[config.mk]
export PLATFORM = sky130hd
export DESIGN_NAME = bsi_scan_top
export DESIGN_NICKNAME = d
export VERILOG_FILES = /design/src/rtl/bsi_scan_top.v /design/src/rtl/bsi_sync.v /design/src/rtl/bsi_shreg.v
export VERILOG_INCLUDE_DIRS = /design/src /design/src/rtl
export SDC_FILE = /design/constraint.sdc
export NUM_CORES = 1
export LEC_CHECK = 0
export ABC_AREA = 1
export BUFFER_PORTS_ARGS = -buffer_cell sky130_fd_sc_hd__buf_2
export CAP_MARGIN = 20
export CORE_ASPECT_RATIO = 0.7
export CORE_MARGIN = 1.5
export CORE_UTILIZATION = 50
export CTS_BUF_LIST = sky130_fd_sc_hd__clkbuf_16
export DETAILED_ROUTE_END_ITERATION = 6
export HOLD_SLACK_MARGIN = 0.05
export PLACE_DENSITY_LB_ADDON = 0.2
export SYNTH_ARGS = -nofsm -noshare
export SYNTH_HDL_FRONTEND = slang
export SYNTH_SLANG_ARGS = --single-unit
[constraint.sdc]
create_clock -name clk_sys -period 1.7 [get_ports clk_sys]
set_clock_uncertainty 0.1 [all_clocks]
set_input_delay 0.34 -clock clk_sys [delete_from_list [all_inputs] [get_ports clk_sys]]
set_output_delay 0.34 -clock clk_sys [all_outputs]
set_load 0.05 [all_outputs]
[src/rtl/bsi_consts.vh]
`ifndef BSI_CONSTS_VH
`define BSI_CONSTS_VH

// Instruction register width and instruction codes
`define BSI_IR_W          3
`define BSI_OP_EXTEST     3'h0
`define BSI_OP_IDCODE     3'h1
`define BSI_OP_SAMPLE     3'h2
`define BSI_OP_CLAMP      3'h3
`define BSI_OP_HIGHZ      3'h4
`define BSI_OP_BYPASS     3'h7
// Fixed pattern loaded in Capture-IR (low two bits 01)
`define BSI_IR_CAPTURE    3'h1

// Identification word layout
`define BSI_ID_W          32
`define BSI_ID_MARK_BIT   0
`define BSI_ID_MFR_LSB    1
`define BSI_ID_MFR_W      11
`define BSI_ID_DEV_LSB    12
`define BSI_ID_DEV_W      16
`define BSI_ID_VER_LSB    28
`define BSI_ID_VER_W      4

// Boundary-scan chain from bit 0: input cells, output cells, one control cell
`define BSI_NUM_IN        8
`define BSI_NUM_OUT       8
`define BSI_BSR_W         17

// Test access state count
`define BSI_TAP_STATES    16

`endif

[src/rtl/bsi_scan_top.v]
`timescale 1ns/1ps
`include "bsi_consts.vh"
// Overview of operation
// - Three-bit instruction: shift stage plus latch
// - Shift-IR shifts instruction toward serial output
// - Update-IR falling edge latches instruction
// - SAMPLE selects boundary register, captures pins
// - SAMPLE lets Shift-DR preload boundary register
// - EXTEST drives outputs from boundary latches
// - EXTEST Capture-DR loads input pins
// - BYPASS uses one-bit bypass stage
// - CLAMP and HIGHZ also use bypass
// - IDCODE selects identification register
// - Capture-DR loads identification value
// - Test-Logic-Reset forces identification instruction
// - ID: bit0 one, maker, device, version
// - Identification: 32-bit shift plus latch
// - Boundary register: shift path plus latches
// - State changes only on rising clock edges
// - Power-up in Test-Logic-Reset with IDCODE
module bsi_scan_top #(
   parameter [10:0] MFR_CODE = 11'h2A5, // Arbitrary value
   parameter [15:0] DEV_CODE = 16'h1234, // Arbitrary value
   parameter [3:0]  VER_CODE = 4'h1     // Arbitrary value
) (
   input  wire                     clk_sys,
   input  wire                     rst,
   input  wire                     scan_clock,
   input  wire                     scan_mode_select,
   input  wire                     scan_serial_in,
   output reg                      scanSerialOutO,
   output reg                      scanSerialOutOeN,
   input  wire [`BSI_NUM_IN-1:0]   sysPinIn,
   input  wire [`BSI_NUM_OUT-1:0]  sysOut,
   input  wire                     sysOutEnN,
   output reg  [`BSI_NUM_OUT-1:0]  pinOut,
   output reg                      pinOutEnN,
   output reg  [`BSI_IR_W-1:0]     curInstr,
   output reg  [3:0]               tapStateIdx
);
   // TAP states, one-hot: reset, idle and data column
   localparam [15:0] S_TLR = 16'h0001;
   localparam [15:0] S_RTI = 16'h0002;
   localparam [15:0] S_SDR = 16'h0004;
   localparam [15:0] S_CDR = 16'h0008;
   localparam [15:0] S_SHD = 16'h0010;
   localparam [15:0] S_E1D = 16'h0020;
   localparam [15:0] S_PDR = 16'h0040;
   localparam [15:0] S_E2D = 16'h0080;
   localparam [15:0] S_UDR = 16'h0100;
   // Instruction column
   localparam [15:0] S_SIR = 16'h0200;
   localparam [15:0] S_CIR = 16'h0400;
   localparam [15:0] S_SHI = 16'h0800;
   localparam [15:0] S_E1I = 16'h1000;
   localparam [15:0] S_PIR = 16'h2000;
   localparam [15:0] S_E2I = 16'h4000;
   localparam [15:0] S_UIR = 16'h8000;

   localparam [`BSI_ID_W-1:0] ID_VALUE = {VER_CODE, DEV_CODE, MFR_CODE, 1'b1};

   // Synchronised pins and test-clock edges
   wire [2:0]             pinSync;
   wire [`BSI_NUM_IN-1:0] pinInSync;
   wire                   tck;
   wire                   tms;
   wire                   tdi;
   reg                    tckPrev_r;
   reg [15:0]             state_r;
   reg [15:0]             state_nxt;
   reg                    shiftOut_nxt;
   wire                   tckRise;
   wire                   tckFall;
   wire [`BSI_IR_W-1:0]   irShift;
   wire [`BSI_IR_W-1:0]   irPar;
   wire [`BSI_ID_W-1:0]   idShift;
   wire [`BSI_BSR_W-1:0]  bsrShift;
   wire [`BSI_BSR_W-1:0]  bsrPar;
   reg                    bypass_r;
   reg                    updIrPend_r;
   reg                    updDrPend_r;
   wire                   selBsr;
   wire                   selId;
   wire                   selBypass;
   wire [`BSI_BSR_W-1:0]  bsrCapture;

   // Encoded index of a one-hot state
   function [3:0] stIdx;
      input [15:0] s;
      integer i;
      begin
         stIdx = 4'h0;
         for (i = 0; i < 16; i = i + 1) begin
            if (s[i]) begin
               stIdx = i[3:0];
            end
         end
      end
   endfunction

   // Pin mode of an instruction: 0 system, 1 boundary latches, 2 floating
   function [1:0] pinMode;
      input [`BSI_IR_W-1:0] op;
      begin
         case (op)
            `BSI_OP_HIGHZ:  pinMode = 2'h2;
            `BSI_OP_EXTEST: pinMode = 2'h1;
            `BSI_OP_CLAMP:  pinMode = 2'h1;
            default:        pinMode = 2'h0;
         endcase
      end
   endfunction

   // Pins from the test controller are asynchronous
   bsi_sync #(.W(3)) uSync (
      .clk_sys (clk_sys),
      .rst     (rst),
      .asyncIn ({scan_clock, scan_mode_select, scan_serial_in}),
      .syncOut (pinSync)
   );
   assign tck = pinSync[2];
   assign tms = pinSync[1];
   assign tdi = pinSync[0];

   // Digital input pins are asynchronous as well
   bsi_sync #(.W(`BSI_NUM_IN)) uPinSync (
      .clk_sys (clk_sys),
      .rst     (rst),
      .asyncIn (sysPinIn),
      .syncOut (pinInSync)
   );

   // Edge detect on synchronised test clock
   always @(posedge clk_sys) begin
      if (rst) begin
         tckPrev_r <= 1'b0;
      end else begin
         tckPrev_r <= tck;
      end
   end
   assign tckRise = tck & ~tckPrev_r;
   assign tckFall = ~tck & tckPrev_r;

   // Next-state logic driven by mode select
   always @* begin
      case (state_r)
         S_TLR:   state_nxt = tms ? S_TLR : S_RTI;
         S_RTI:   state_nxt = tms ? S_SDR : S_RTI;
         S_SDR:   state_nxt = tms ? S_SIR : S_CDR;
         S_CDR:   state_nxt = tms ? S_E1D : S_SHD;
         S_SHD:   state_nxt = tms ? S_E1D : S_SHD;
         S_E1D:   state_nxt = tms ? S_UDR : S_PDR;
         S_PDR:   state_nxt = tms ? S_E2D : S_PDR;
         S_E2D:   state_nxt = tms ? S_UDR : S_SHD;
         S_UDR:   state_nxt = tms ? S_SDR : S_RTI;
         S_SIR:   state_nxt = tms ? S_TLR : S_CIR;
         S_CIR:   state_nxt = tms ? S_E1I : S_SHI;
         S_SHI:   state_nxt = tms ? S_E1I : S_SHI;
         S_E1I:   state_nxt = tms ? S_UIR : S_PIR;
         S_PIR:   state_nxt = tms ? S_E2I : S_PIR;
         S_E2I:   state_nxt = tms ? S_UIR : S_SHI;
         S_UIR:   state_nxt = tms ? S_SDR : S_RTI;
         default: state_nxt = S_TLR;
      endcase
   end

   // State register advances only on rising test-clock edges
   always @(posedge clk_sys) begin
      if (rst) begin
         state_r <= S_TLR;
      end else if (tckRise) begin
         state_r <= state_nxt;
      end
   end

   // Instruction decode
   assign selBsr    = (irPar == `BSI_OP_SAMPLE) | (irPar == `BSI_OP_EXTEST);
   assign selId     = (irPar == `BSI_OP_IDCODE);
   assign selBypass = ~selBsr & ~selId;

   // Update pulses latch on the falling edge inside Update states
   always @(posedge clk_sys) begin
      if (rst) begin
         updIrPend_r <= 1'b0;
         updDrPend_r <= 1'b0;
      end else if (tckRise) begin
         updIrPend_r <= (state_nxt == S_UIR);
         updDrPend_r <= (state_nxt == S_UDR);
      end else if (tckFall) begin
         updIrPend_r <= 1'b0;
         updDrPend_r <= 1'b0;
      end
   end

   // Instruction register
   bsi_shreg #(.W(`BSI_IR_W)) uIr (
      .clk_sys  (clk_sys),
      .rst      (rst),
      .loadEn   (tckRise & (state_r == S_CIR)),
      .loadVal  (`BSI_IR_CAPTURE),
      .shiftEn  (tckRise & (state_r == S_SHI)),
      .serIn    (tdi),
      .updEn    (tckFall & updIrPend_r),
      .forceEn  (state_r == S_TLR),
      .forceVal (`BSI_OP_IDCODE),
      .shift_r  (irShift),
      .par_r    (irPar)
   );

   // Identification register
   bsi_shreg #(.W(`BSI_ID_W)) uId (
      .clk_sys  (clk_sys),
      .rst      (rst),
      .loadEn   (tckRise & (state_r == S_CDR) & selId),
      .loadVal  (ID_VALUE),
      .shiftEn  (tckRise & (state_r == S_SHD) & selId),
      .serIn    (tdi),
      .updEn    (tckFall & updDrPend_r & selId),
      .forceEn  (1'b0),
      .forceVal (ID_VALUE),
      .shift_r  (idShift),
      .par_r    ()
   );

   // Capture: output cells sample system side, input cells sample pins
   assign bsrCapture[`BSI_NUM_IN-1:0]             = pinInSync;
   assign bsrCapture[`BSI_NUM_IN +: `BSI_NUM_OUT] = sysOut;
   assign bsrCapture[`BSI_BSR_W-1]                = sysOutEnN;

   // Boundary-scan register
   bsi_shreg #(.W(`BSI_BSR_W)) uBsr (
      .clk_sys  (clk_sys),
      .rst      (rst),
      .loadEn   (tckRise & (state_r == S_CDR) & selBsr),
      .loadVal  (bsrCapture),
      .shiftEn  (tckRise & (state_r == S_SHD) & selBsr),
      .serIn    (tdi),
      .updEn    (tckFall & updDrPend_r & selBsr),
      .forceEn  (1'b0),
      .forceVal ({`BSI_BSR_W{1'b0}}),
      .shift_r  (bsrShift),
      .par_r    (bsrPar)
   );

   // Bypass stage: captures zero, shifts one bit
   always @(posedge clk_sys) begin
      if (rst) begin
         bypass_r <= 1'b0;
      end else if (tckRise & (state_r == S_CDR) & selBypass) begin
         bypass_r <= 1'b0;
      end else if (tckRise & (state_r == S_SHD) & selBypass) begin
         bypass_r <= tdi;
      end
   end

   // Serial output mux
   always @* begin
      if (state_r == S_SHI) begin
         shiftOut_nxt = irShift[0];
      end else if (selId) begin
         shiftOut_nxt = idShift[0];
      end else if (selBsr) begin
         shiftOut_nxt = bsrShift[0];
      end else begin
         shiftOut_nxt = bypass_r;
      end
   end

   // Serial output updates on falling edges, floats outside shift states
   always @(posedge clk_sys) begin
      if (rst) begin
         scanSerialOutO   <= 1'b0;
         scanSerialOutOeN <= 1'b1;
      end else if (tckFall) begin
         scanSerialOutO   <= shiftOut_nxt;
         scanSerialOutOeN <= ~((state_r == S_SHI) | (state_r == S_SHD));
      end
   end

   // Pin drivers: system function, boundary latches, or floating
   always @(posedge clk_sys) begin
      if (rst) begin
         pinOut    <= {`BSI_NUM_OUT{1'b0}};
         pinOutEnN <= 1'b1;
      end else if (pinMode(irPar) == 2'h2) begin
         pinOut    <= bsrPar[`BSI_NUM_IN +: `BSI_NUM_OUT];
         pinOutEnN <= 1'b1;
      end else if (pinMode(irPar) == 2'h1) begin
         pinOut    <= bsrPar[`BSI_NUM_IN +: `BSI_NUM_OUT];
         pinOutEnN <= bsrPar[`BSI_BSR_W-1];
      end else begin
         pinOut    <= sysOut;
         pinOutEnN <= sysOutEnN;
      end
   end

   // Status outputs
   always @(posedge clk_sys) begin
      if (rst) begin
         curInstr    <= `BSI_OP_IDCODE;
         tapStateIdx <= 4'h0;
      end else begin
         curInstr    <= irPar;
         tapStateIdx <= stIdx(state_r);
      end
   end
endmodule // bsi_scan_top

[src/rtl/bsi_sync.v]
`timescale 1ns/1ps
// Two-stage synchroniser for signals from outside the clock domain
module bsi_sync #(
   parameter W = 1
) (
   input  wire         clk_sys,
   input  wire         rst,
   input  wire [W-1:0] asyncIn,
   output reg  [W-1:0] syncOut
);
   reg [W-1:0] meta_r;

   // First stage feeds only the second
   always @(posedge clk_sys) begin
      if (rst) begin
         meta_r  <= {W{1'b0}};
         syncOut <= {W{1'b0}};
      end else begin
         meta_r  <= asyncIn;
         syncOut <= meta_r;
      end
   end
endmodule // bsi_sync

[src/rtl/bsi_shreg.v]
`timescale 1ns/1ps
`include "bsi_consts.vh"
// Shift stage plus separately latched parallel output
module bsi_shreg #(
   parameter W = 3
) (
   input  wire         clk_sys,
   input  wire         rst,
   input  wire         loadEn,
   input  wire [W-1:0] loadVal,
   input  wire         shiftEn,
   input  wire         serIn,
   input  wire         updEn,
   input  wire         forceEn,
   input  wire [W-1:0] forceVal,
   output reg  [W-1:0] shift_r,
   output reg  [W-1:0] par_r
);
   // Shift stage moves toward bit 0 (serial output end)
   always @(posedge clk_sys) begin
      if (rst) begin
         shift_r <= {W{1'b0}};
      end else if (loadEn) begin
         shift_r <= loadVal;
      end else if (shiftEn) begin
         shift_r <= {serIn, shift_r[W-1:1]};
      end
   end

   // Parallel latch, forced value has priority
   always @(posedge clk_sys) begin
      if (rst) begin
         par_r <= forceVal;
      end else if (forceEn) begin
         par_r <= forceVal;
      end else if (updEn) begin
         par_r <= shift_r;
      end
   end
endmodule // bsi_shreg

==> results.toml <==
[worst_setup_path]
crit_fanout = 5
cp.arrival_ns = 2.17
path_cells = "nor2_4 > nand2_2 > nor2_4 > nand3_2 > nor2_4 > buf_12 > buf_12 > nand2_8 > buf_4 > a211oi_2"
crit_family = "simple AND/OR/NAND/NOR gates"
critPathLaunchType = "flip-flop"
r2r_slack_ns = -0.25
path_class = "flip-flop to flip-flop"
cp-end-kind = "flip-flop"
cpMostUsedCell = "nor2_4"
slowest_stage = "dfxtp_2"
cp_slowest_stage_delay_ns = 0.33
required_ns = 1.92
cp_num_buf_inv = 3

[cts]
clock_sinks = 124
cts_buffers = 17
clk_latency_ns = 0.42
clk_path_buf_depth = 2
path_clk_slew_ns = 0.06
cts_tree = "done"
cts-root-buf = "clkbuf_16"
htreeDepth = 4

[sta]
fmax_mhz = 512
finalWorstSetupSlack_ns = -0.252
setup_viol = 59
fin_crit_sh = 1.15
worst_pin_slew_ns = 0.644
slew_viol_final = 0
hold_violations = 0
period_needed_ns = 1.95
whs_ns = 0.0480
rsz0062_at_grt = "true"
slew_headroom = 0.568

[place]
port_buffers = 39
dpl.hpwl_um = 8210
routabilityCongestion = 0.892
placed_cells = 864
pre_cts_ws_ns = -0.198

[synthesis]
muxShareOfSynthArea = 0
synth_xor_area_frac = 0
synth_ff_type = "dfxtp_1"
synth_top_family_by_area = "simple AND/OR/NAND/NOR gates"
yosys.area_share.simple = 0.223
netlist.area_leader.share = 0.483
ys_async_sr_fraction = 0
yosys_warnings = 0
synth.area.top_cells = "dfxtp_1 (48%), nand2_1 (7.1%), a21oi_1 (6.8%)"
ys_seq_area_frac = 0.483
synth_fp_nets = 691
synth-adder-area-share = 0.00486
synth-compound-area-share = 0.191
yosys.area.top_type = "dfxtp_1"
synth_cell_types = 37
syn_area_um2 = 5140
synth_edf_count = 0
ys_ff_latch = 124
netlist_instances = 667
syn_area_per_cell_um2 = 7.71

[worst_hold_path]
min_path_type = "input pin to flip-flop"

[layout]
layout.nets = 832
multi_input_area_um2 = 2910
antenna_cells = 0
regArea_um2 = 2490
area_delta_synth_final_pct = 55.0
fillCellCount = 533
instances_no_fill = 948
layout-drive-gt1-share = 0.412
mostFrequentLayoutCell = "dfxtp_1"
final_cell_mix = "dfxtp_1 (114), inv_1 (91), nand2_1 (76)"

[routing]
vias_per_cell = 5.57
drtAntennaViolNets = 0
drt_iter0_markers = 390
routedWlPerCell_um = 18.0
dr.pass1.iters = 5
via_count = 5276
wl_um = 17000
drc = 0

[power_and_ir_drop]
peakVddDrop_mv = 0.909
power_density_nw_per_um2 = 954
p_leak_nw = 3.40

[die]
die_x_um = 124
die_h_um = 87.9
io_pins = 40
initial_core_util = 0.523
row_count = 30
die_area_um2 = 10900
core_um2 = 9830

[run_status]
violations = "negative setup slack"
status = "finished with violations"

[global_routing]
grt_pass1_vias = 4158
grt_usage = 0.239
antenna_found_initial = 0
grt_pass1_wl_um = 20700
grt_overflow = 0
grt_max_degree = 57

[job]
maxCapViolations = 0
-- Yosys cell counts, drive strengths merged (2+ instances only) --
cell	instances
o31ai	2
a31oi	2
buf	13
nand4	2
clkinv	2
ha	2
inv	95
nand3	23
nor3	16
o21ai	57
nand2	106
a211oi	16
nor2	99
a21oi	77
dfxtp	124
clkbuf	16
o211ai	11
-- path summary, 6_finish.rpt --
path	from	to	depth (start not counted)
hold / removal	sysPinIn[6]	uPinSync.meta_r[6]	3
setup / recovery	state_r[8]	uId.shift_r[29]	10
setup reg to reg	state_r[8]	uId.shift_r[29]	10
hold reg to reg	uPinSync.meta_r[3]	uPinSync.syncOut[3]	2
-- per-layer routing --
metal / vias up / track usage / routed length [um]
li1: 2445 / - / -
met1: 2509 / 0.354 / 7120
met2: 261 / 0.349 / 8050
met3: 61 / 0.0568 / 1250
met4: 0 / 0.0690 / 605
met5: - / 0 / 0
-- final cells by class --
class / count / area share
clock inverters: 14 / 0.0286
repair inverters: 1 / 0.00141
inverters: 97 / 0.0483
well taps: 128 / 0.0201
repair buffers: 147 / 0.170
flip-flops and latches: 124 / 0.313
clock buffers: 17 / 0.0533
multi-input cells: 420 / 0.365
-- state kept, by name, summed over array words and instances, names as in the netlist, 4 cells and up --
name and count:
uPinSync.meta_r 8, tapStateIdx 4, uPinSync.syncOut 8, pinOut 8
uId.shift_r 32, uBsr.shift_r 17, state_r 16, uBsr.par_r 9
-- worst min-delay path: cells and delay by family --
kind | cells | cell delay, ns
buf+inv | 2 | 0.15
simple gates | 1 | 0.04
-- power breakdown --
part	total [mW]	internal, mW	switching [mW]
Clock	4.08	2.72	1.35
Combinational	0.544	0.204	0.339
Sequential	2.99	2.96	0.0274
-- cell families after synthesis --
kind of cell / after synthesis
AOI/OAI and AO/OA: 167
DFF: 124
adders and majority gates: 2
buffers and inverters: 126
and+or+nand+nor: 248
-- repair_timing --
item,CTS,global route
resized for setup,58,173
hold buffers,10,0
cloned,1,10
pin swaps,29,44
endpoints found under the setup margin,57,76
setup buffers,13,20
hold endpoints to repair,10,0
-- through the flow --
stage / power (mW) / TNS (ns) / area [um2] / util
after floorplan: 3.30 / 0 / 5150 / -
after global placement: 3.46 / -1.14 / 5870 / 0.597
after detailed placement: 3.46 / -3.45 / 5870 / 0.597
after CTS: 7.48 / -2.00 / 6950 / 0.706
after global routing: 7.79 / -11.16 / 7980 / 0.811
final: 7.61 / -8.49 / 7980 / 0.811
Power figures use the tool's default switching activity.
